### src/hdl/tceoc_pkg.sv
/*
  Package for the timer channel edge, option and capture/compare-0 logic.
  Holds register indices, field positions, reset values, modes and edge codes.
  Assumes a 32-bit AXI4-Lite register bus; byte address is four times the index.
*/
package tceoc_pkg;

  // Register indices (byte address = index * 4)
  localparam logic [31:0] IDX_CTRL        = 32'hFFFFF590;
  localparam logic [31:0] IDX_CAP_EDGE    = 32'hFFFFF593;
  localparam logic [31:0] IDX_EVT_EDGE    = 32'hFFFFF594;
  localparam logic [31:0] IDX_OPTION      = 32'h0FFFF595;
  localparam logic [31:0] IDX_CCR0        = 32'hFFFFF596;
  localparam logic [31:0] IDX_CCR1        = 32'hFFFFF598;
  localparam logic [31:0] IDX_COUNT       = 32'hFFFFF59E;

  // Field positions
  localparam int CTRL_CE_BIT   = 7;
  localparam int CTRL_OE0_BIT  = 6;
  localparam int CTRL_EEE_BIT  = 5;
  localparam int CTRL_MODE_LSB = 0;
  localparam int EDGE_HI_LSB   = 2;
  localparam int EDGE_LO_LSB   = 0;
  localparam int OPT_CCS1_BIT  = 5;
  localparam int OPT_CCS0_BIT  = 4;
  localparam int OPT_OVF_BIT   = 0;

  // Reset values and counter maximum
  localparam logic [15:0] CCR_RESET  = 16'h0000;
  localparam logic [15:0] CNT_ZERO   = 16'h0000;
  localparam logic [15:0] CNT_MAX    = 16'hFFFF;
  localparam logic [31:0] RD_ZERO    = 32'h00000000;

  // AXI responses
  localparam logic [1:0] RESP_OKAY   = 2'h0;
  localparam logic [1:0] RESP_SLVERR = 2'h2;

  typedef enum logic [2:0] {
    MODE_INTERVAL  = 3'b000,
    MODE_EVENT_CNT = 3'b001,
    MODE_TRIG_PULS = 3'b010,
    MODE_ONE_SHOT  = 3'b011,
    MODE_PWM       = 3'b100,
    MODE_FREE_RUN  = 3'b101,
    MODE_PULSE_WID = 3'b110,
    MODE_PROHIB    = 3'b111
  } tceoc_mode_t;

  typedef enum logic [1:0] {
    EDGE_NONE    = 2'b00,
    EDGE_RISING  = 2'b01,
    EDGE_FALLING = 2'b10,
    EDGE_BOTH    = 2'b11
  } tceoc_edge_t;

  typedef enum logic [2:0] {
    SEL_NONE  = 3'b000,
    SEL_CTRL  = 3'b001,
    SEL_CAP   = 3'b010,
    SEL_EVT   = 3'b011,
    SEL_OPT   = 3'b100,
    SEL_CCR0  = 3'b101,
    SEL_CCR1  = 3'b110,
    SEL_COUNT = 3'b111
  } tceoc_sel_t;

  // Control fields
  typedef struct packed {
    logic        counter_enable;
    logic        out0_enable;
    logic        external_event_input_enable;
    tceoc_mode_t timer_mode_field;
  } tceoc_ctrl_t;

  // A pair of two-bit edge fields
  typedef struct packed {
    tceoc_edge_t hi;
    tceoc_edge_t lo;
  } tceoc_edges_t;

endpackage

### src/hdl/tceoc_top.sv
/*
  One timer channel: capture/event/trigger edge selection, option register
  with overflow flag, capture/compare register 0 with its compare shadow.
  Assumes an AXI4-Lite master in the same clock domain and input pins that
  are synchronous to clk (they are still retimed before edge detection).
*/
`timescale 1ns/100ps

module tceoc_top #(
  parameter int CNT_W = 16
) (
  // Clock and reset
  input  wire logic        clk,
  input  wire logic        arst_n,
  // AXI4-Lite write address
  input  wire logic [31:0] s_axi_awaddr,
  input  wire logic        s_axi_awvalid,
  output logic             s_axi_awready,
  // AXI4-Lite write data
  input  wire logic [31:0] s_axi_wdata,
  input  wire logic [3:0]  s_axi_wstrb,
  input  wire logic        s_axi_wvalid,
  output logic             s_axi_wready,
  // AXI4-Lite write response
  output logic [1:0]       s_axi_bresp,
  output logic             s_axi_bvalid,
  input  wire logic        s_axi_bready,
  // AXI4-Lite read
  input  wire logic [31:0] s_axi_araddr,
  input  wire logic        s_axi_arvalid,
  output logic             s_axi_arready,
  output logic [31:0]      s_axi_rdata,
  output logic [1:0]       s_axi_rresp,
  output logic             s_axi_rvalid,
  input  wire logic        s_axi_rready,
  // Timer pins
  input  wire logic        timer_input_zero,
  input  wire logic        timer_input_one,
  output logic             timer_output_zero,
  // Interrupt requests
  output logic             overflow_irq,
  output logic             compare0_irq
);

  initial begin
    if (CNT_W != 16) begin
      $error("tceoc_top supports only a 16-bit counter");
    end
  end

  // Register decode shared by read and write paths
  function automatic tceoc_pkg::tceoc_sel_t reg_decode(input logic [31:0] addr);
    if (addr[1:0] != 2'h0) begin
      reg_decode = tceoc_pkg::SEL_NONE;
    end else if (addr[31:2] == tceoc_pkg::IDX_CTRL[29:0]) begin
      reg_decode = tceoc_pkg::SEL_CTRL;
    end else if (addr[31:2] == tceoc_pkg::IDX_CAP_EDGE[29:0]) begin
      reg_decode = tceoc_pkg::SEL_CAP;
    end else if (addr[31:2] == tceoc_pkg::IDX_EVT_EDGE[29:0]) begin
      reg_decode = tceoc_pkg::SEL_EVT;
    end else if (addr[31:2] == tceoc_pkg::IDX_OPTION[29:0]) begin
      reg_decode = tceoc_pkg::SEL_OPT;
    end else if (addr[31:2] == tceoc_pkg::IDX_CCR0[29:0]) begin
      reg_decode = tceoc_pkg::SEL_CCR0;
    end else if (addr[31:2] == tceoc_pkg::IDX_CCR1[29:0]) begin
      reg_decode = tceoc_pkg::SEL_CCR1;
    end else if (addr[31:2] == tceoc_pkg::IDX_COUNT[29:0]) begin
      reg_decode = tceoc_pkg::SEL_COUNT;
    end else begin
      reg_decode = tceoc_pkg::SEL_NONE;
    end
  endfunction

  // Valid edge test: low code bit rising, high code bit falling
  function automatic logic edge_hit(input tceoc_pkg::tceoc_edge_t sel,
                                    input logic prev, input logic cur);
    edge_hit = (sel[0] & ~prev & cur) | (sel[1] & prev & ~cur);
  endfunction

  tceoc_pkg::tceoc_ctrl_t  ctrl;
  tceoc_pkg::tceoc_edges_t cap_edges;
  tceoc_pkg::tceoc_edges_t evt_edges;
  tceoc_pkg::tceoc_sel_t   wr_sel;
  logic                    reg1_capture_select;
  logic                    reg0_capture_select;
  logic                    overflow_flag;
  logic [CNT_W-1:0]        capture_compare_zero;
  logic [CNT_W-1:0]        capture_compare_one;
  logic [CNT_W-1:0]        compare0_shadow;
  logic [CNT_W-1:0]        count;
  logic [31:0]             aw_addr;
  logic [31:0]             w_data;
  logic [3:0]              w_strb;
  logic                    aw_got;
  logic                    w_got;
  logic                    wr_fire;
  logic [1:0]              in_meta;
  logic [1:0]              in_sync;
  logic [1:0]              in_prev;
  logic                    free_run;
  logic                    pulse_wid;
  logic                    cap_mode;
  logic                    cycle_mode;
  logic                    event_on;
  logic                    trig_on;
  logic                    cap0_take;
  logic                    cap1_take;
  logic                    event_edge;
  logic                    trig_edge;
  logic                    tick;
  logic                    reg0_compare;
  logic                    match0;
  logic                    cnt_clear;
  logic                    ovf_set;
  logic                    ovf_wr_clear;
  logic                    ccr0_wr;

  // Mode decode
  assign free_run   = ctrl.timer_mode_field == tceoc_pkg::MODE_FREE_RUN;
  assign pulse_wid  = ctrl.timer_mode_field == tceoc_pkg::MODE_PULSE_WID;
  assign cycle_mode = ctrl.timer_mode_field <= tceoc_pkg::MODE_PWM;
  assign cap_mode   = free_run | pulse_wid;
  assign event_on   = ctrl.external_event_input_enable |
                      (ctrl.timer_mode_field == tceoc_pkg::MODE_EVENT_CNT);
  assign trig_on    = (ctrl.timer_mode_field == tceoc_pkg::MODE_TRIG_PULS) |
                      (ctrl.timer_mode_field == tceoc_pkg::MODE_ONE_SHOT);

  // retime both pins, keep previous sample
  always_ff @(posedge clk or negedge arst_n) begin
    if (!arst_n) begin
      in_meta <= 2'h0;
      in_sync <= 2'h0;
      in_prev <= 2'h0;
    end else begin
      in_meta <= {timer_input_one, timer_input_zero};
      in_sync <= in_meta;
      in_prev <= in_sync;
    end
  end

  // input zero capture into register zero
  assign cap0_take  = ctrl.counter_enable & cap_mode &
                      edge_hit(cap_edges.lo, in_prev[0], in_sync[0]) &
                      (pulse_wid | (free_run & reg0_capture_select));
  // input one capture into register one
  assign cap1_take  = ctrl.counter_enable & cap_mode &
                      edge_hit(cap_edges.hi, in_prev[1], in_sync[1]) &
                      (pulse_wid | (free_run & reg1_capture_select));
  // event count edge on input zero
  assign event_edge = event_on & edge_hit(evt_edges.hi, in_prev[0], in_sync[0]);
  assign trig_edge  = ctrl.counter_enable & trig_on &
                      edge_hit(evt_edges.lo, in_prev[0], in_sync[0]);
  // Internal count every clock, external only on its valid edge
  assign tick       = ctrl.counter_enable & (event_on ? event_edge : 1'b1);
  assign reg0_compare = ~pulse_wid & ~(free_run & reg0_capture_select);
  // match on a count step, so a stalled counter matches once
  assign match0     = tick & reg0_compare & (count == compare0_shadow);
  assign cnt_clear  = (match0 & cycle_mode) | (cap0_take & pulse_wid) | trig_edge;
  assign ovf_set    = tick & cap_mode & ~cnt_clear & (count == tceoc_pkg::CNT_MAX);

  // Write-side decode
  assign wr_fire      = aw_got & w_got & ~s_axi_bvalid;
  assign wr_sel       = reg_decode(aw_addr);
  assign ccr0_wr      = wr_fire & (wr_sel == tceoc_pkg::SEL_CCR0) & (&w_strb[1:0]);
  assign ovf_wr_clear = wr_fire & (wr_sel == tceoc_pkg::SEL_OPT) & w_strb[0] &
                        ~w_data[tceoc_pkg::OPT_OVF_BIT];

  // AXI write channels: address and data held independently
  always_ff @(posedge clk or negedge arst_n) begin
    if (!arst_n) begin
      s_axi_awready <= 1'b1;
      s_axi_wready  <= 1'b1;
      s_axi_bvalid  <= 1'b0;
      s_axi_bresp   <= tceoc_pkg::RESP_OKAY;
      aw_got        <= 1'b0;
      w_got         <= 1'b0;
      aw_addr       <= tceoc_pkg::RD_ZERO;
      w_data        <= tceoc_pkg::RD_ZERO;
      w_strb        <= 4'h0;
    end else begin
      if (s_axi_awvalid && s_axi_awready) begin
        aw_addr       <= s_axi_awaddr;
        aw_got        <= 1'b1;
        s_axi_awready <= 1'b0;
      end
      if (s_axi_wvalid && s_axi_wready) begin
        w_data       <= s_axi_wdata;
        w_strb       <= s_axi_wstrb;
        w_got        <= 1'b1;
        s_axi_wready <= 1'b0;
      end
      if (wr_fire) begin
        aw_got       <= 1'b0;
        w_got        <= 1'b0;
        s_axi_bvalid <= 1'b1;
        s_axi_bresp  <= (wr_sel == tceoc_pkg::SEL_NONE) ? tceoc_pkg::RESP_SLVERR
                                                        : tceoc_pkg::RESP_OKAY;
      end
      if (s_axi_bvalid && s_axi_bready) begin
        s_axi_bvalid  <= 1'b0;
        s_axi_awready <= 1'b1;
        s_axi_wready  <= 1'b1;
      end
    end
  end

  // Byte-wide configuration registers; reserved bits are dropped
  // fields are taken as written, software keeps them stable
  always_ff @(posedge clk or negedge arst_n) begin
    if (!arst_n) begin
      ctrl                <= '0;
      cap_edges           <= '0;
      evt_edges           <= '0;
      reg1_capture_select <= 1'b0;
      reg0_capture_select <= 1'b0;
    end else if (wr_fire && w_strb[0]) begin
      if (wr_sel == tceoc_pkg::SEL_CTRL) begin
        ctrl.counter_enable              <= w_data[tceoc_pkg::CTRL_CE_BIT];
        ctrl.out0_enable                 <= w_data[tceoc_pkg::CTRL_OE0_BIT];
        ctrl.external_event_input_enable <= w_data[tceoc_pkg::CTRL_EEE_BIT];
        ctrl.timer_mode_field <= tceoc_pkg::tceoc_mode_t'(w_data[tceoc_pkg::CTRL_MODE_LSB +: 3]);
      end
      if (wr_sel == tceoc_pkg::SEL_CAP) begin
        cap_edges.hi <= tceoc_pkg::tceoc_edge_t'(w_data[tceoc_pkg::EDGE_HI_LSB +: 2]);
        cap_edges.lo <= tceoc_pkg::tceoc_edge_t'(w_data[tceoc_pkg::EDGE_LO_LSB +: 2]);
      end
      if (wr_sel == tceoc_pkg::SEL_EVT) begin
        evt_edges.hi <= tceoc_pkg::tceoc_edge_t'(w_data[tceoc_pkg::EDGE_HI_LSB +: 2]);
        evt_edges.lo <= tceoc_pkg::tceoc_edge_t'(w_data[tceoc_pkg::EDGE_LO_LSB +: 2]);
      end
      if (wr_sel == tceoc_pkg::SEL_OPT) begin
        reg1_capture_select <= w_data[tceoc_pkg::OPT_CCS1_BIT];
        reg0_capture_select <= w_data[tceoc_pkg::OPT_CCS0_BIT];
      end
    end
  end

  // Overflow flag: hardware set beats a software zero write
  // stop clears, a written one is ignored
  always_ff @(posedge clk or negedge arst_n) begin
    if (!arst_n) begin
      overflow_flag <= 1'b0;
    end else if (!ctrl.counter_enable) begin
      overflow_flag <= 1'b0;
    end else if (ovf_set) begin
      overflow_flag <= 1'b1;
    end else if (ovf_wr_clear) begin
      overflow_flag <= 1'b0;
    end
  end

  // register zero: capture wins over a clashing write
  always_ff @(posedge clk or negedge arst_n) begin
    if (!arst_n) begin
      capture_compare_zero <= tceoc_pkg::CCR_RESET;
      capture_compare_one  <= tceoc_pkg::CCR_RESET;
    end else begin
      if (cap0_take) begin
        capture_compare_zero <= count;
      end else if (ccr0_wr) begin
        capture_compare_zero <= w_data[CNT_W-1:0];
      end
      if (cap1_take) begin
        capture_compare_one <= count;
      end
    end
  end

  // shadow follows the register, anytime-write style
  always_ff @(posedge clk or negedge arst_n) begin
    if (!arst_n) begin
      compare0_shadow <= tceoc_pkg::CCR_RESET;
    end else begin
      compare0_shadow <= capture_compare_zero;
    end
  end

  // counter held at zero while stopped
  always_ff @(posedge clk or negedge arst_n) begin
    if (!arst_n) begin
      count <= tceoc_pkg::CNT_ZERO;
    end else if (!ctrl.counter_enable || cnt_clear) begin
      count <= tceoc_pkg::CNT_ZERO;
    end else if (tick) begin
      count <= count + 1'b1;
    end
  end

  // registered requests and toggling output pin
  always_ff @(posedge clk or negedge arst_n) begin
    if (!arst_n) begin
      overflow_irq      <= 1'b0;
      compare0_irq      <= 1'b0;
      timer_output_zero <= 1'b0;
    end else begin
      overflow_irq <= ovf_set;
      compare0_irq <= match0;
      if (!ctrl.counter_enable) begin
        timer_output_zero <= 1'b0;
      end else if (match0 && ctrl.out0_enable) begin
        timer_output_zero <= ~timer_output_zero;
      end
    end
  end

  // AXI read: one cycle latency, reads have no side effect
  always_ff @(posedge clk or negedge arst_n) begin
    if (!arst_n) begin
      s_axi_arready <= 1'b1;
      s_axi_rvalid  <= 1'b0;
      s_axi_rdata   <= tceoc_pkg::RD_ZERO;
      s_axi_rresp   <= tceoc_pkg::RESP_OKAY;
    end else if (s_axi_arvalid && s_axi_arready) begin
      s_axi_arready <= 1'b0;
      s_axi_rvalid  <= 1'b1;
      s_axi_rresp   <= tceoc_pkg::RESP_OKAY;
      s_axi_rdata   <= tceoc_pkg::RD_ZERO;
      case (reg_decode(s_axi_araddr))
        tceoc_pkg::SEL_CTRL: begin
          s_axi_rdata[tceoc_pkg::CTRL_CE_BIT]        <= ctrl.counter_enable;
          s_axi_rdata[tceoc_pkg::CTRL_OE0_BIT]       <= ctrl.out0_enable;
          s_axi_rdata[tceoc_pkg::CTRL_EEE_BIT]       <= ctrl.external_event_input_enable;
          s_axi_rdata[tceoc_pkg::CTRL_MODE_LSB +: 3] <= ctrl.timer_mode_field;
        end
        tceoc_pkg::SEL_CAP:  s_axi_rdata[3:0] <= cap_edges;
        tceoc_pkg::SEL_EVT:  s_axi_rdata[3:0] <= evt_edges;
        tceoc_pkg::SEL_OPT: begin
          s_axi_rdata[tceoc_pkg::OPT_CCS1_BIT] <= reg1_capture_select;
          s_axi_rdata[tceoc_pkg::OPT_CCS0_BIT] <= reg0_capture_select;
          s_axi_rdata[tceoc_pkg::OPT_OVF_BIT]  <= overflow_flag;
        end
        tceoc_pkg::SEL_CCR0:  s_axi_rdata[CNT_W-1:0] <= capture_compare_zero;
        tceoc_pkg::SEL_CCR1:  s_axi_rdata[CNT_W-1:0] <= capture_compare_one;
        tceoc_pkg::SEL_COUNT: s_axi_rdata[CNT_W-1:0] <= count;
        default:              s_axi_rresp <= tceoc_pkg::RESP_SLVERR;
      endcase
    end else if (s_axi_rvalid && s_axi_rready) begin
      s_axi_rvalid  <= 1'b0;
      s_axi_arready <= 1'b1;
    end
  end

  // Checks on the design's own behaviour
  property p_ovf_irq_flag;
    @(posedge clk) disable iff (!arst_n) overflow_irq |-> overflow_flag;
  endproperty
  a_ovf_irq_flag: assert property (p_ovf_irq_flag) else $error("irq without flag");

  property p_ovf_modes;
    @(posedge clk) disable iff (!arst_n)
      $rose(overflow_flag) |-> $past(cap_mode) && $past(count) == tceoc_pkg::CNT_MAX;
  endproperty
  a_ovf_modes: assert property (p_ovf_modes) else $error("overflow set wrongly");

  property p_ovf_stop;
    @(posedge clk) disable iff (!arst_n) !ctrl.counter_enable |=> !overflow_flag;
  endproperty
  a_ovf_stop: assert property (p_ovf_stop) else $error("flag kept while stopped");

  property p_ovf_no_sw_set;
    @(posedge clk) disable iff (!arst_n)
      $rose(overflow_flag) |-> $past(ovf_set);
  endproperty
  a_ovf_no_sw_set: assert property (p_ovf_no_sw_set) else $error("flag set by sw");

  property p_cmp_irq;
    @(posedge clk) disable iff (!arst_n)
      compare0_irq |-> $past(count == compare0_shadow) && $past(ctrl.counter_enable);
  endproperty
  a_cmp_irq: assert property (p_cmp_irq) else $error("compare irq without match");

  property p_out_toggle;
    @(posedge clk) disable iff (!arst_n)
      compare0_irq && $past(ctrl.out0_enable) |-> timer_output_zero != $past(timer_output_zero);
  endproperty
  a_out_toggle: assert property (p_out_toggle) else $error("output not toggled");

  property p_cycle_clear;
    @(posedge clk) disable iff (!arst_n)
      match0 && cycle_mode && ctrl.counter_enable |=> count == tceoc_pkg::CNT_ZERO;
  endproperty
  a_cycle_clear: assert property (p_cycle_clear) else $error("cycle not cleared");

  property p_pw_capture;
    @(posedge clk) disable iff (!arst_n)
      cap0_take && pulse_wid |=> count == tceoc_pkg::CNT_ZERO &&
                                 capture_compare_zero == $past(count);
  endproperty
  a_pw_capture: assert property (p_pw_capture) else $error("pulse capture wrong");

  property p_ccr0_cause;
    @(posedge clk) disable iff (!arst_n)
      $changed(capture_compare_zero) |-> $past(cap0_take && cap_mode) || $past(ccr0_wr);
  endproperty
  a_ccr0_cause: assert property (p_ccr0_cause) else $error("register zero changed");

  property p_stop_count;
    @(posedge clk) disable iff (!arst_n)
      !ctrl.counter_enable |=> count == tceoc_pkg::CNT_ZERO;
  endproperty
  a_stop_count: assert property (p_stop_count) else $error("counter ran stopped");

  property p_shadow;
    @(posedge clk) disable iff (!arst_n)
      ccr0_wr && !cap0_take |=> ##1 compare0_shadow == $past(w_data[CNT_W-1:0], 2);
  endproperty
  a_shadow: assert property (p_shadow) else $error("shadow not loaded");

  c_overflow: cover property (@(posedge clk) disable iff (!arst_n) $rose(overflow_flag));
  c_compare:  cover property (@(posedge clk) disable iff (!arst_n) compare0_irq);
  c_pw_cap:   cover property (@(posedge clk) disable iff (!arst_n) cap0_take && pulse_wid);
  c_trigger:  cover property (@(posedge clk) disable iff (!arst_n) trig_edge);

endmodule

### config.mk
export PLATFORM = sky130hd
export DESIGN_NAME = tceoc_top
export DESIGN_NICKNAME = d
export VERILOG_FILES = /design/src/hdl/tceoc_pkg.sv /design/src/hdl/tceoc_top.sv
export SDC_FILE = /design/constraint.sdc
export NUM_CORES = 1
export LEC_CHECK = 0
export ABC_AREA = 0
export BUFFER_PORTS_ARGS = -buffer_cell sky130_fd_sc_hd__buf_2
export CORE_MARGIN = 5
export CORE_UTILIZATION = 43
export DETAILED_ROUTE_END_ITERATION = 10
export PLACE_DENSITY = 0.68
export SKIP_CTS_REPAIR_TIMING = 1
export SYNTH_ARGS = -nofsm -noshare
export SYNTH_HDL_FRONTEND = slang
export SYNTH_SLANG_ARGS = --single-unit
### constraint.sdc
create_clock -name clk -period 4.2 [get_ports clk]
set_input_delay 0.21 -clock clk [delete_from_list [all_inputs] [get_ports clk]]
set_output_delay 0.21 -clock clk [all_outputs]
set_load 0.01 [all_outputs]
* After elaboration in Yosys (flattened, before gate mapping)
Index checks and enable logic that the tools add are counted.
** Word-level totals
- Output and inout bits :: 44
- Word-level logic and storage cells :: 210
- Register bits after elaboration :: 167
** Operators by class
- Add/subtract/negate cells :: 1
- Reductions and logical operators :: 26
- Equal/unequal tests :: 35
- Bitwise logic cells :: 63
- Multiplexer cells :: 50
- Magnitude comparators :: 1
** Operator list (count)
- $eq A30 B30 Y1 const B :: 12
- $mux W16 :: 4
- $eq A30 B28 Y1 const B :: 2
- $mux W3 :: 17
- $and A1 B1 Y1 :: 42
- $eq A3 B3 Y1 const B :: 8
- $pmux W8 S3 :: 1
- $mux W1 :: 20
- $reduce_bool A2 Y1 :: 10
- $eq A3 B2 Y1 const B :: 6
- $add A16 B1 Y16 const B :: 1
- $eq A16 B16 Y1 :: 1
- $eq A16 B16 Y1 const B :: 1
- $pmux W2 S6 :: 1
- $or A1 B1 Y1 :: 11
- $not A1 Y1 :: 10
- $pmux W1 S5 :: 2
- $reduce_and A2 Y1 :: 5
- $eq A3 B1 Y1 const B :: 3
- $pmux W2 S4 :: 1
- $logic_and A1 B1 Y1 :: 7
- $pmux W1 S7 :: 1
- $reduce_or A7 Y1 :: 1
- $mux W2 :: 2
- 7 further kinds :: 7

* Logic depth before layout (Yosys ltp)
Gate-level depths: netlist of the first run.
- Word-level depth :: 17
- Mapped depth :: 9

* Least setup slack after synthesis of the first run
No wires, ideal clock.
- Kind :: register to register
- From :: reg aw_addr[4]
- To :: reg evt_edges[0] (netlist bit)
- Data required time :: 4075 ps
- Stages on the path, launching flop included :: 6
- Buffers on the path :: 0
- Clock period less this slack :: 2158 ps
- Setup slack :: 2042 ps
- Arrival :: 2033 ps
- Library setup time :: 125 ps
- Cell sequence :: dfrtp_1 or3b_1 a21boi_0 o2111ai_1 nor4_4 mux2_2
** Between the ends
- Cells in the longest elaborated chain, start to end :: 11
- Elaborated cells on any way between the ends :: 17
** Ends and longest elaborated chain
- start: declaration :: RTL line tceoc_top.sv:91 : logic [31:0] aw_addr;
- start signal: assignment :: RTL line tceoc_top.sv:177 : aw_addr <= tceoc_pkg::RD_ZERO;
- start signal: assignment :: RTL line tceoc_top.sv:182 : aw_addr <= s_axi_awaddr;
- $eq A30 B30 Y1 :: RTL line tceoc_top.sv:67 : end else if (addr[31:2] == tceoc_pkg::IDX_COUNT[29:0]) begin
- $mux W3 :: RTL line tceoc_top.sv:67
- $mux W3 :: RTL line tceoc_top.sv:65 : end else if (addr[31:2] == tceoc_pkg::IDX_CCR1[29:0]) begin
- $mux W3 :: RTL line tceoc_top.sv:63 : end else if (addr[31:2] == tceoc_pkg::IDX_CCR0[29:0]) begin
- $mux W3 :: RTL line tceoc_top.sv:61 : end else if (addr[31:2] == tceoc_pkg::IDX_OPTION[29:0]) begin
- $mux W3 :: RTL line tceoc_top.sv:59 : end else if (addr[31:2] == tceoc_pkg::IDX_EVT_EDGE[29:0]) begin
- $mux W3 :: RTL line tceoc_top.sv:57 : end else if (addr[31:2] == tceoc_pkg::IDX_CAP_EDGE[29:0]) begin
- $mux W3 * :: RTL line tceoc_top.sv:55 : end else if (addr[31:2] == tceoc_pkg::IDX_CTRL[29:0]) begin
- $mux W3 * :: RTL line tceoc_top.sv:53 : if (addr[1:0] != 2'h0) begin
- $eq A3 B2 Y1 * :: RTL line tceoc_top.sv:227 : if (wr_sel == tceoc_pkg::SEL_EVT) begin
- $reduce_and A2 Y1 (no source line) *
- end: declaration :: RTL line tceoc_top.sv:82 : tceoc_pkg::tceoc_edges_t evt_edges;
Every way passes the cells marked *; elsewhere a longest branch is shown, timed or not.
A chain may end at the register's enable or synchronous reset.

* Final worst setup path of the first run
- From :: reg ctrl[0] (netlist bit)
- To :: reg count[6]
** Between the ends
- Cells in the longest elaborated chain, start to end :: 12
- Elaborated cells on any way between the ends :: 31
** Ends and longest elaborated chain
- start: declaration :: RTL line tceoc_top.sv:80 : tceoc_pkg::tceoc_ctrl_t ctrl;
- $eq A3 B1 Y1 :: RTL line tceoc_top.sv:124 : (ctrl.timer_mode_field == tceoc_pkg::MODE_EVENT_CNT);
- $or A1 B1 Y1 :: RTL line tceoc_top.sv:123 : assign event_on = ctrl.external_event_input_enable |
- $and A1 B1 Y1 :: RTL line tceoc_top.sv:150 : assign event_edge = event_on & edge_hit(evt_edges.hi, in_prev[0], in_sync[0]);
- $mux W1 :: RTL line tceoc_top.sv:154 : assign tick = ctrl.counter_enable & (event_on ? event_edge : 1'b1);
- $and A1 B1 Y1 :: RTL line tceoc_top.sv:154
- $and A1 B1 Y1 (2 in a row) :: RTL line tceoc_top.sv:157 : assign match0 = tick & reg0_compare & (count == compare0_shadow);
- $and A1 B1 Y1 :: RTL line tceoc_top.sv:158 : assign cnt_clear = (match0 & cycle_mode) | (cap0_take & pulse_wid) | trig_edge;
- $or A1 B1 Y1 (2 in a row) :: RTL line tceoc_top.sv:158
- $logic_or A1 B1 Y1 :: RTL line tceoc_top.sv:282 : end else if (!ctrl.counter_enable || cnt_clear) begin
- $mux W16 or $reduce_bool A2 Y1 (tied branches)
- end signal: assignment :: RTL line tceoc_top.sv:281 : count <= tceoc_pkg::CNT_ZERO;
- end signal: assignment :: RTL line tceoc_top.sv:283 : count <= tceoc_pkg::CNT_ZERO;
- end signal: assignment :: RTL line tceoc_top.sv:285 : count <= count + 1'b1;
- end: declaration :: RTL line tceoc_top.sv:90 : logic [CNT_W-1:0] count;
Parallel ways exist; a longest one is shown, timed or not.

==> impl_metrics.toml, run 1 <==
[power_and_ir_drop]
peakVddDrop_mv = 0.3566
clkPwrFrac_pct = 35.2
swShare_pct = 25.34
intPower_mw = 3.127
power_frac_comb_pct = 14.9
pwr-share-seq_pct = 49.9
power_density_nw_per_um2 = 444.2
power_mw = 4.188
power_switching_mw = 1.061
p_leak_nw = 4.356

[worst_setup_path]
arrival_ns = 3.01
ff2ff_path_depth = 6
cp-end-kind = "flip-flop"
path_max_fanout = 16
criticalPathCategory = "reg -> reg"
r2r_setup_slack_ns = 1.44
cp-start-kind = "flip-flop"
cp.required_ns = 4.45
rr_startpoint = "ctrl[0]$_DFFE_PN0P_"
r2r-end = "count[6]$_DFFE_PN0P_"

[global_route]
top_usage_layer = "met2"
met2_usage_pct = 26.77
grt_util_all_layers_pct = 17.54
grt_util_met3_pct = 6.447
grt_pass1_wl_um = 30420
antenna_found_initial = 3
grtUsageMet1_pct = 23.87
grt_pass1_vias = 5616
overflow = 0
grt_start_max_net_pins = 106

[final_layout]
final_common_cell = "dfrtp_1"
mostFrequentLayoutCells = "dfrtp_1, buf_2, mux2_2"
nets = 918
drive_above_1_share_pct = 32.20
syn2layout_area_growth_pct = 16.31

[route]
firstDrtPassIters = 5
ant_nets = 0
drc = 0
wirelength_um = 18400
vias_per_cell = 5.477
wl_per_cell_um = 17.44
drt_iter0_drc = 450
vias = 5778

[logic_synthesis]
yosysWarnings = 0
synth_edf_count = 0
yosysUniqueCellTypes = 74
synth_async_sr_flop_share_pct = 100.0
seq_area_frac_synth_pct = 50.98
yosysTopAreaCell = "dfrtp_1"
synth.cell_area_um2 = 8107
syn_avg_cell_area_um2 = 11.61
synthFlopType = "dfrtp_1"
syn-instance-count = 698
ys_ff_latch = 165
netlist.area_leader.share_pct = 50.01
synthTopCellsByArea = "dfrtp_1, mux2_2, xnor2_1"

[clocking]
cts_made_buffers = 17
cts_tree = "done"
root_buffer = "clkbuf_16"
cts_sinks = 165
clockBufferDepth = 2
insertion_delay_ns = 0.42
htreeDepth = 4
path_clk_slew_ns = 0.06

[hold_path]
min_from = "s_axi_rready"
min_path_type = "in -> reg"
hold_depth = 3
worstHoldEndpoint = "s_axi_arready$_DFFE_PN1P_"

[die]
die_width_um = 147.3
fp-row-count = 50
start_util_pct = 43.48
die-area_um2 = 21700
coreArea_um2 = 18640
io_pins = 153
die_y_um = 147.3

[sta]
worstMarginPinSlew_ns = 1.150
fmax_ghz = 0.3624
slew_headroom_pct = 22.80
hold_viol = 0
final.setup.tns_ns = 0
fin_crit_sh_pct = 65.70
period_minus_slack_ns = 2.760
rsz0062_at_grt = "false"
drv_slew = 0
fin_skew_ns = 0.01151
setup_viol = 0

[place]
dp_hpwl_um = 13440
port_buffers = 116
gp_congestion = 0.8605

[flow_run]
drv_cap = 0

[status]
outcome = "completed"
==> cell usage after synthesis (7+ instances only) <==
master / number
xor2_1: 7
nor2_1: 26
nand4_1: 15
clkbuf_1: 19
a21oi_1: 10
nand3_1: 14
a31oi_1: 11
nor3_1: 25
xnor2_1: 27
and2_1: 20
buf_2: 7
inv_1: 12
and4_1: 10
mux2_2: 91
nand2_1: 47
nor2b_1: 7
a22oi_1: 10
buf_4: 23
dfrtp_1: 162
mux2i_1: 20
o21ai_0: 32
==> per-layer routing <==
layer / part of all wire, % / up-vias / wire [µm]
met3: 8.3 / 24 / 1533
met4: 1.0 / 6 / 191
li1: - / 2734 / -
met2: 46 / 209 / 8431
met1: 45 / 2805 / 8211
met5: 0.15 / - / 28
==> worst max-delay path by stage <==
stage | cells after the start | end | slack, ns | from
2_1_floorplan | 5 | evt_edges[0]$_DFFE_PN0P_ | 2.04 | aw_addr[4]$_DFFE_PN0P_
3_3_place_gp | 7 | s_axi_rdata[3]$_DFFE_PN0P_ | 1.20 | s_axi_araddr[13]
3_5_place_dp | 7 | s_axi_rdata[3]$_DFFE_PN0P_ | 1.18 | s_axi_araddr[13]
4_1_cts | 6 | count[6]$_DFFE_PN0P_ | 1.48 | ctrl[0]$_DFFE_PN0P_
5_1_grt | 6 | count[6]$_DFFE_PN0P_ | 1.21 | ctrl[0]$_DFFE_PN0P_
6_report | 6 | count[6]$_DFFE_PN0P_ | 1.44 | ctrl[0]$_DFFE_PN0P_
==> cells by family after synthesis <==
group / count (synthesis) / synth area share [%]
multiplexers: 111 / 15.11
other: 1 / 0.04626
adder cells (fa/ha/maj): 1 / 0.1543
XOR/XNOR: 34 / 3.673
flip-flops: 165 / 50.98
AO/OA/AOI/OAI: 106 / 9.462
buffers and inverters: 67 / 4.368
AND/OR/NAND/NOR: 213 / 16.21
==> state kept, by name, indices dropped and copies added, names as in the netlist, 2 cells and up <==
| register | count |
|---|---|
| capture_compare_zero | 16 |
| cap_edges | 4 |
| compare0_shadow | 16 |
| ctrl | 6 |
| count | 16 |
| w_data | 16 |
| in_meta | 2 |
| w_strb | 2 |
| in_prev | 2 |
| in_sync | 2 |
| evt_edges | 4 |
| aw_addr | 32 |
| s_axi_rdata | 16 |
| capture_compare_one | 16 |
==> cell type report <==
cell class | instances | area, µm²
Sequential cell | 165 | 4133
Clock buffer | 24 | 491.7
Antenna cell | 1 | 2.502
Clock inverter | 7 | 71.32
Inverter | 12 | 45.04
Timing Repair Buffer | 129 | 704.4
Multi-Input combinational cell | 483 | 3689
Tap cell | 234 | 292.8
Fill cell | 1663 | 9214
==> through the flow <==
| step | setup slack, ns | cells | hold WS, ns | utilization, % | instance area (µm²) |
|---|---|---|---|---|---|
| 6_report | 1.440 | 1055 | 0.002237 | 50.58 | 9429 |
| 5_1_grt | 1.210 | 1054 | 0.0003843 | 50.56 | 9427 |
| 4_1_cts | 1.476 | 1046 | -0.1141 | 50.13 | 9346 |
| 3_5_place_dp | 1.178 | 1015 | 0.3271 | 47.11 | 8783 |
| 3_3_place_gp | 1.198 | 1015 | 0.3328 | 47.11 | 8783 |
| 2_1_floorplan | 2.042 | 715 | -0.08559 | - | 8170 |
==> power by group through the flow <==
stage / Sequential, mW / Combinational [mW] / Clock [mW]
2_1_floorplan: 2.07 / 0.459 / 0
3_3_place_gp: 2.11 / 0.607 / 0
3_5_place_dp: 2.12 / 0.628 / 0
4_1_cts: 2.09 / 0.630 / 1.50
5_1_grt: 2.14 / 0.700 / 1.58
6_report: 2.09 / 0.624 / 1.47
==> worst max-delay path, cell delays in order, from the launching register on <==
cell      delay [ns]
dfrtp_1         0.47
nor3b_1         0.19
o211ai_2        0.40
nor4b_2         0.36
a31oi_1         0.13
o21ai_1         0.89
nor3_1          0.14
Power figures use the tool's default switching activity.
==> inputs of run 2 (changes only) <==
==> constraint.sdc (replaced) <==
create_clock -name clk -period 2.56 [get_ports clk]
set_input_delay 0.128 -clock clk [delete_from_list [all_inputs] [get_ports clk]]
set_output_delay 0.128 -clock clk [all_outputs]
set_load 0.01 [all_outputs]
==> run 2 against run 1 <==
Effect of this change: non-clock buffer count grew 77; flip-flop and latch count is the same; largest cell class unchanged; core utilization grew 4.4 points; highest routed layer is now met4; fmax grew 17%; cell count grew 7.3%.
==> impl_metrics.toml, run 2 (synthesized netlist as in run 1, its figures left out) <==
[global_route]
grt_pass1_wl_um = 31400
overflow = 0
grt_pass1_vias = 5962
antenna_found_initial = 0
grt_start_max_net_pins = 65
grt_util_all_layers_pct = 18.08

[final_layout]
drive_above_1_share_pct = 32.29
nets = 995
mostFrequentLayoutCells = "dfrtp_1, buf_2, mux2_2"
syn2layout_area_growth_pct = 26.52
fin_area_um2 = 10260
final_common_cell = "dfrtp_1"
fill_cells = 1563
final-seq-area_um2 = 4133
top_register = "aw_addr"
largest_reg_flops = 32
multiInputGateArea_um2 = 3697
finalNonFillerCells = 1132
finish.utilization_pct = 55.01
antennaDiodeCount = 0

[route]
drc = 0
vias = 6057
ant_nets = 0
wirelength_um = 20060
vias_per_cell = 5.351
drt_iter0_drc = 356
firstDrtPassIters = 5
wl_per_cell_um = 17.72

[place]
dp_cells = 1039
port_buffers = 116
gp_congestion = 0.8697
dp_hpwl_um = 13910
placed_area_um2 = 8989
pre_cts_slack_ns = 0.1354

[sta]
fin_skew_ns = 0.009640
hold_viol = 0
fmax_ghz = 0.4241
worstMarginPinSlew_ns = 0.8058
fin_crit_sh_pct = 92.10
setup_viol = 0
drv_slew = 0
slew_headroom_pct = 46.15
setup_slack_ns = 0.2022
final.setup.tns_ns = 0
period_minus_slack_ns = 2.358
rsz0062_at_grt = "false"

[worst_setup_path]
cp.required_ns = 2.87
startpoint = "aw_addr[4]$_DFFE_PN0P_"
cp-end-kind = "flip-flop"
criticalPathCategory = "reg -> reg"
ff2ff_path_depth = 5
path_max_fanout = 7
cp-start-kind = "flip-flop"
arrival_ns = 2.67
rr_startpoint = "aw_addr[4]$_DFFE_PN0P_"
r2r-end = "evt_edges[0]$_DFFE_PN0P_"
crit_end = "evt_edges[0]$_DFFE_PN0P_"
r2r_setup_slack_ns = 0.20

[die]
io_pins = 153
die_width_um = 147.3
die-area_um2 = 21700
fp-row-count = 50
start_util_pct = 43.48
coreArea_um2 = 18640
die_y_um = 147.3

[clocking]
cts_sinks = 165
root_buffer = "clkbuf_16"
htreeDepth = 4
cts_made_buffers = 17
clockBufferDepth = 2
path_clk_slew_ns = 0.06
cts_tree = "done"
insertion_delay_ns = 0.43

[power_and_ir_drop]
clkPwrFrac_pct = 37.7
peakVddDrop_mv = 0.5279
power_frac_comb_pct = 15.4
intPower_mw = 5.528
p_leak_nw = 4.768
power_switching_mw = 1.854
swShare_pct = 25.12
pwr-share-seq_pct = 46.8
power_density_nw_per_um2 = 719.7

[status]
outcome = "completed"

[flow_run]
drv_cap = 0

[hold_path]
min_path_type = "in -> async"
-- run 2: power groups by stage --
stage / Combinational (mW) / Sequential (mW) / Clock [mW]
CTS: 1.04 / 3.45 / 2.84
detailed placement: 1.04 / 3.49 / 0
floorplan: 0.754 / 3.39 / 0
finish: 1.14 / 3.46 / 2.78
global route: 1.28 / 3.52 / 2.93
global placement: 1.01 / 3.47 / 0
-- run 2: worst min-delay path by stage --
stage	start	end	slack, ns	cells after the start
detailed placement	arst_n	s_axi_rdata[12]$_DFFE_PN0P_	0.16	1
floorplan	arst_n	aw_addr[0]$_DFFE_PN0P_	-0.17	0
CTS	arst_n	s_axi_rdata[12]$_DFFE_PN0P_	-0.30	1
global placement	arst_n	s_axi_rdata[14]$_DFFE_PN0P_	0.16	1
finish	arst_n	s_axi_rdata[13]$_DFFE_PN0P_	0.25	2
global route	arst_n	s_axi_rdata[12]$_DFFE_PN0P_	0.32	2
-- run 2: worst max-delay path: stages, from the launching register on --
cell and delay (ns):
dfrtp_1 0.44, or3b_1 0.40, a21boi_0 0.23, o2111ai_1 0.32, nor4_4 0.48, mux2_2 0.38
-- run 2: layer usage --
layer,routed length (µm),up-vias,global-route usage (%),share of wire (%)
li1,-,2887,-,-
met1,8914,2952,24.67,44
met2,9528,185,27.63,47
met3,1190,33,4.935,5.9
met4,427,0,6.897,2.1
met5,0,-,0,0
-- run 2: cell type report --
class | instances | share of cell area (%)
well taps | 234 | 2.855
clock inverters | 12 | 1.964
repair buffers | 206 | 14.04
inverters | 12 | 0.4392
multi-input cells | 483 | 36.05
flip-flops and latches | 165 | 40.30
clock buffers | 20 | 4.355
-- run 2: per-stage QoR --
step / hold WS (ns) / power [mW]
6_report: 0.2496 / 7.382
4_1_cts: -0.3037 / 7.328
5_1_grt: 0.3170 / 7.729
3_5_place_dp: 0.1605 / 4.530
2_1_floorplan: -0.1676 / 4.148
3_3_place_gp: 0.1567 / 4.476
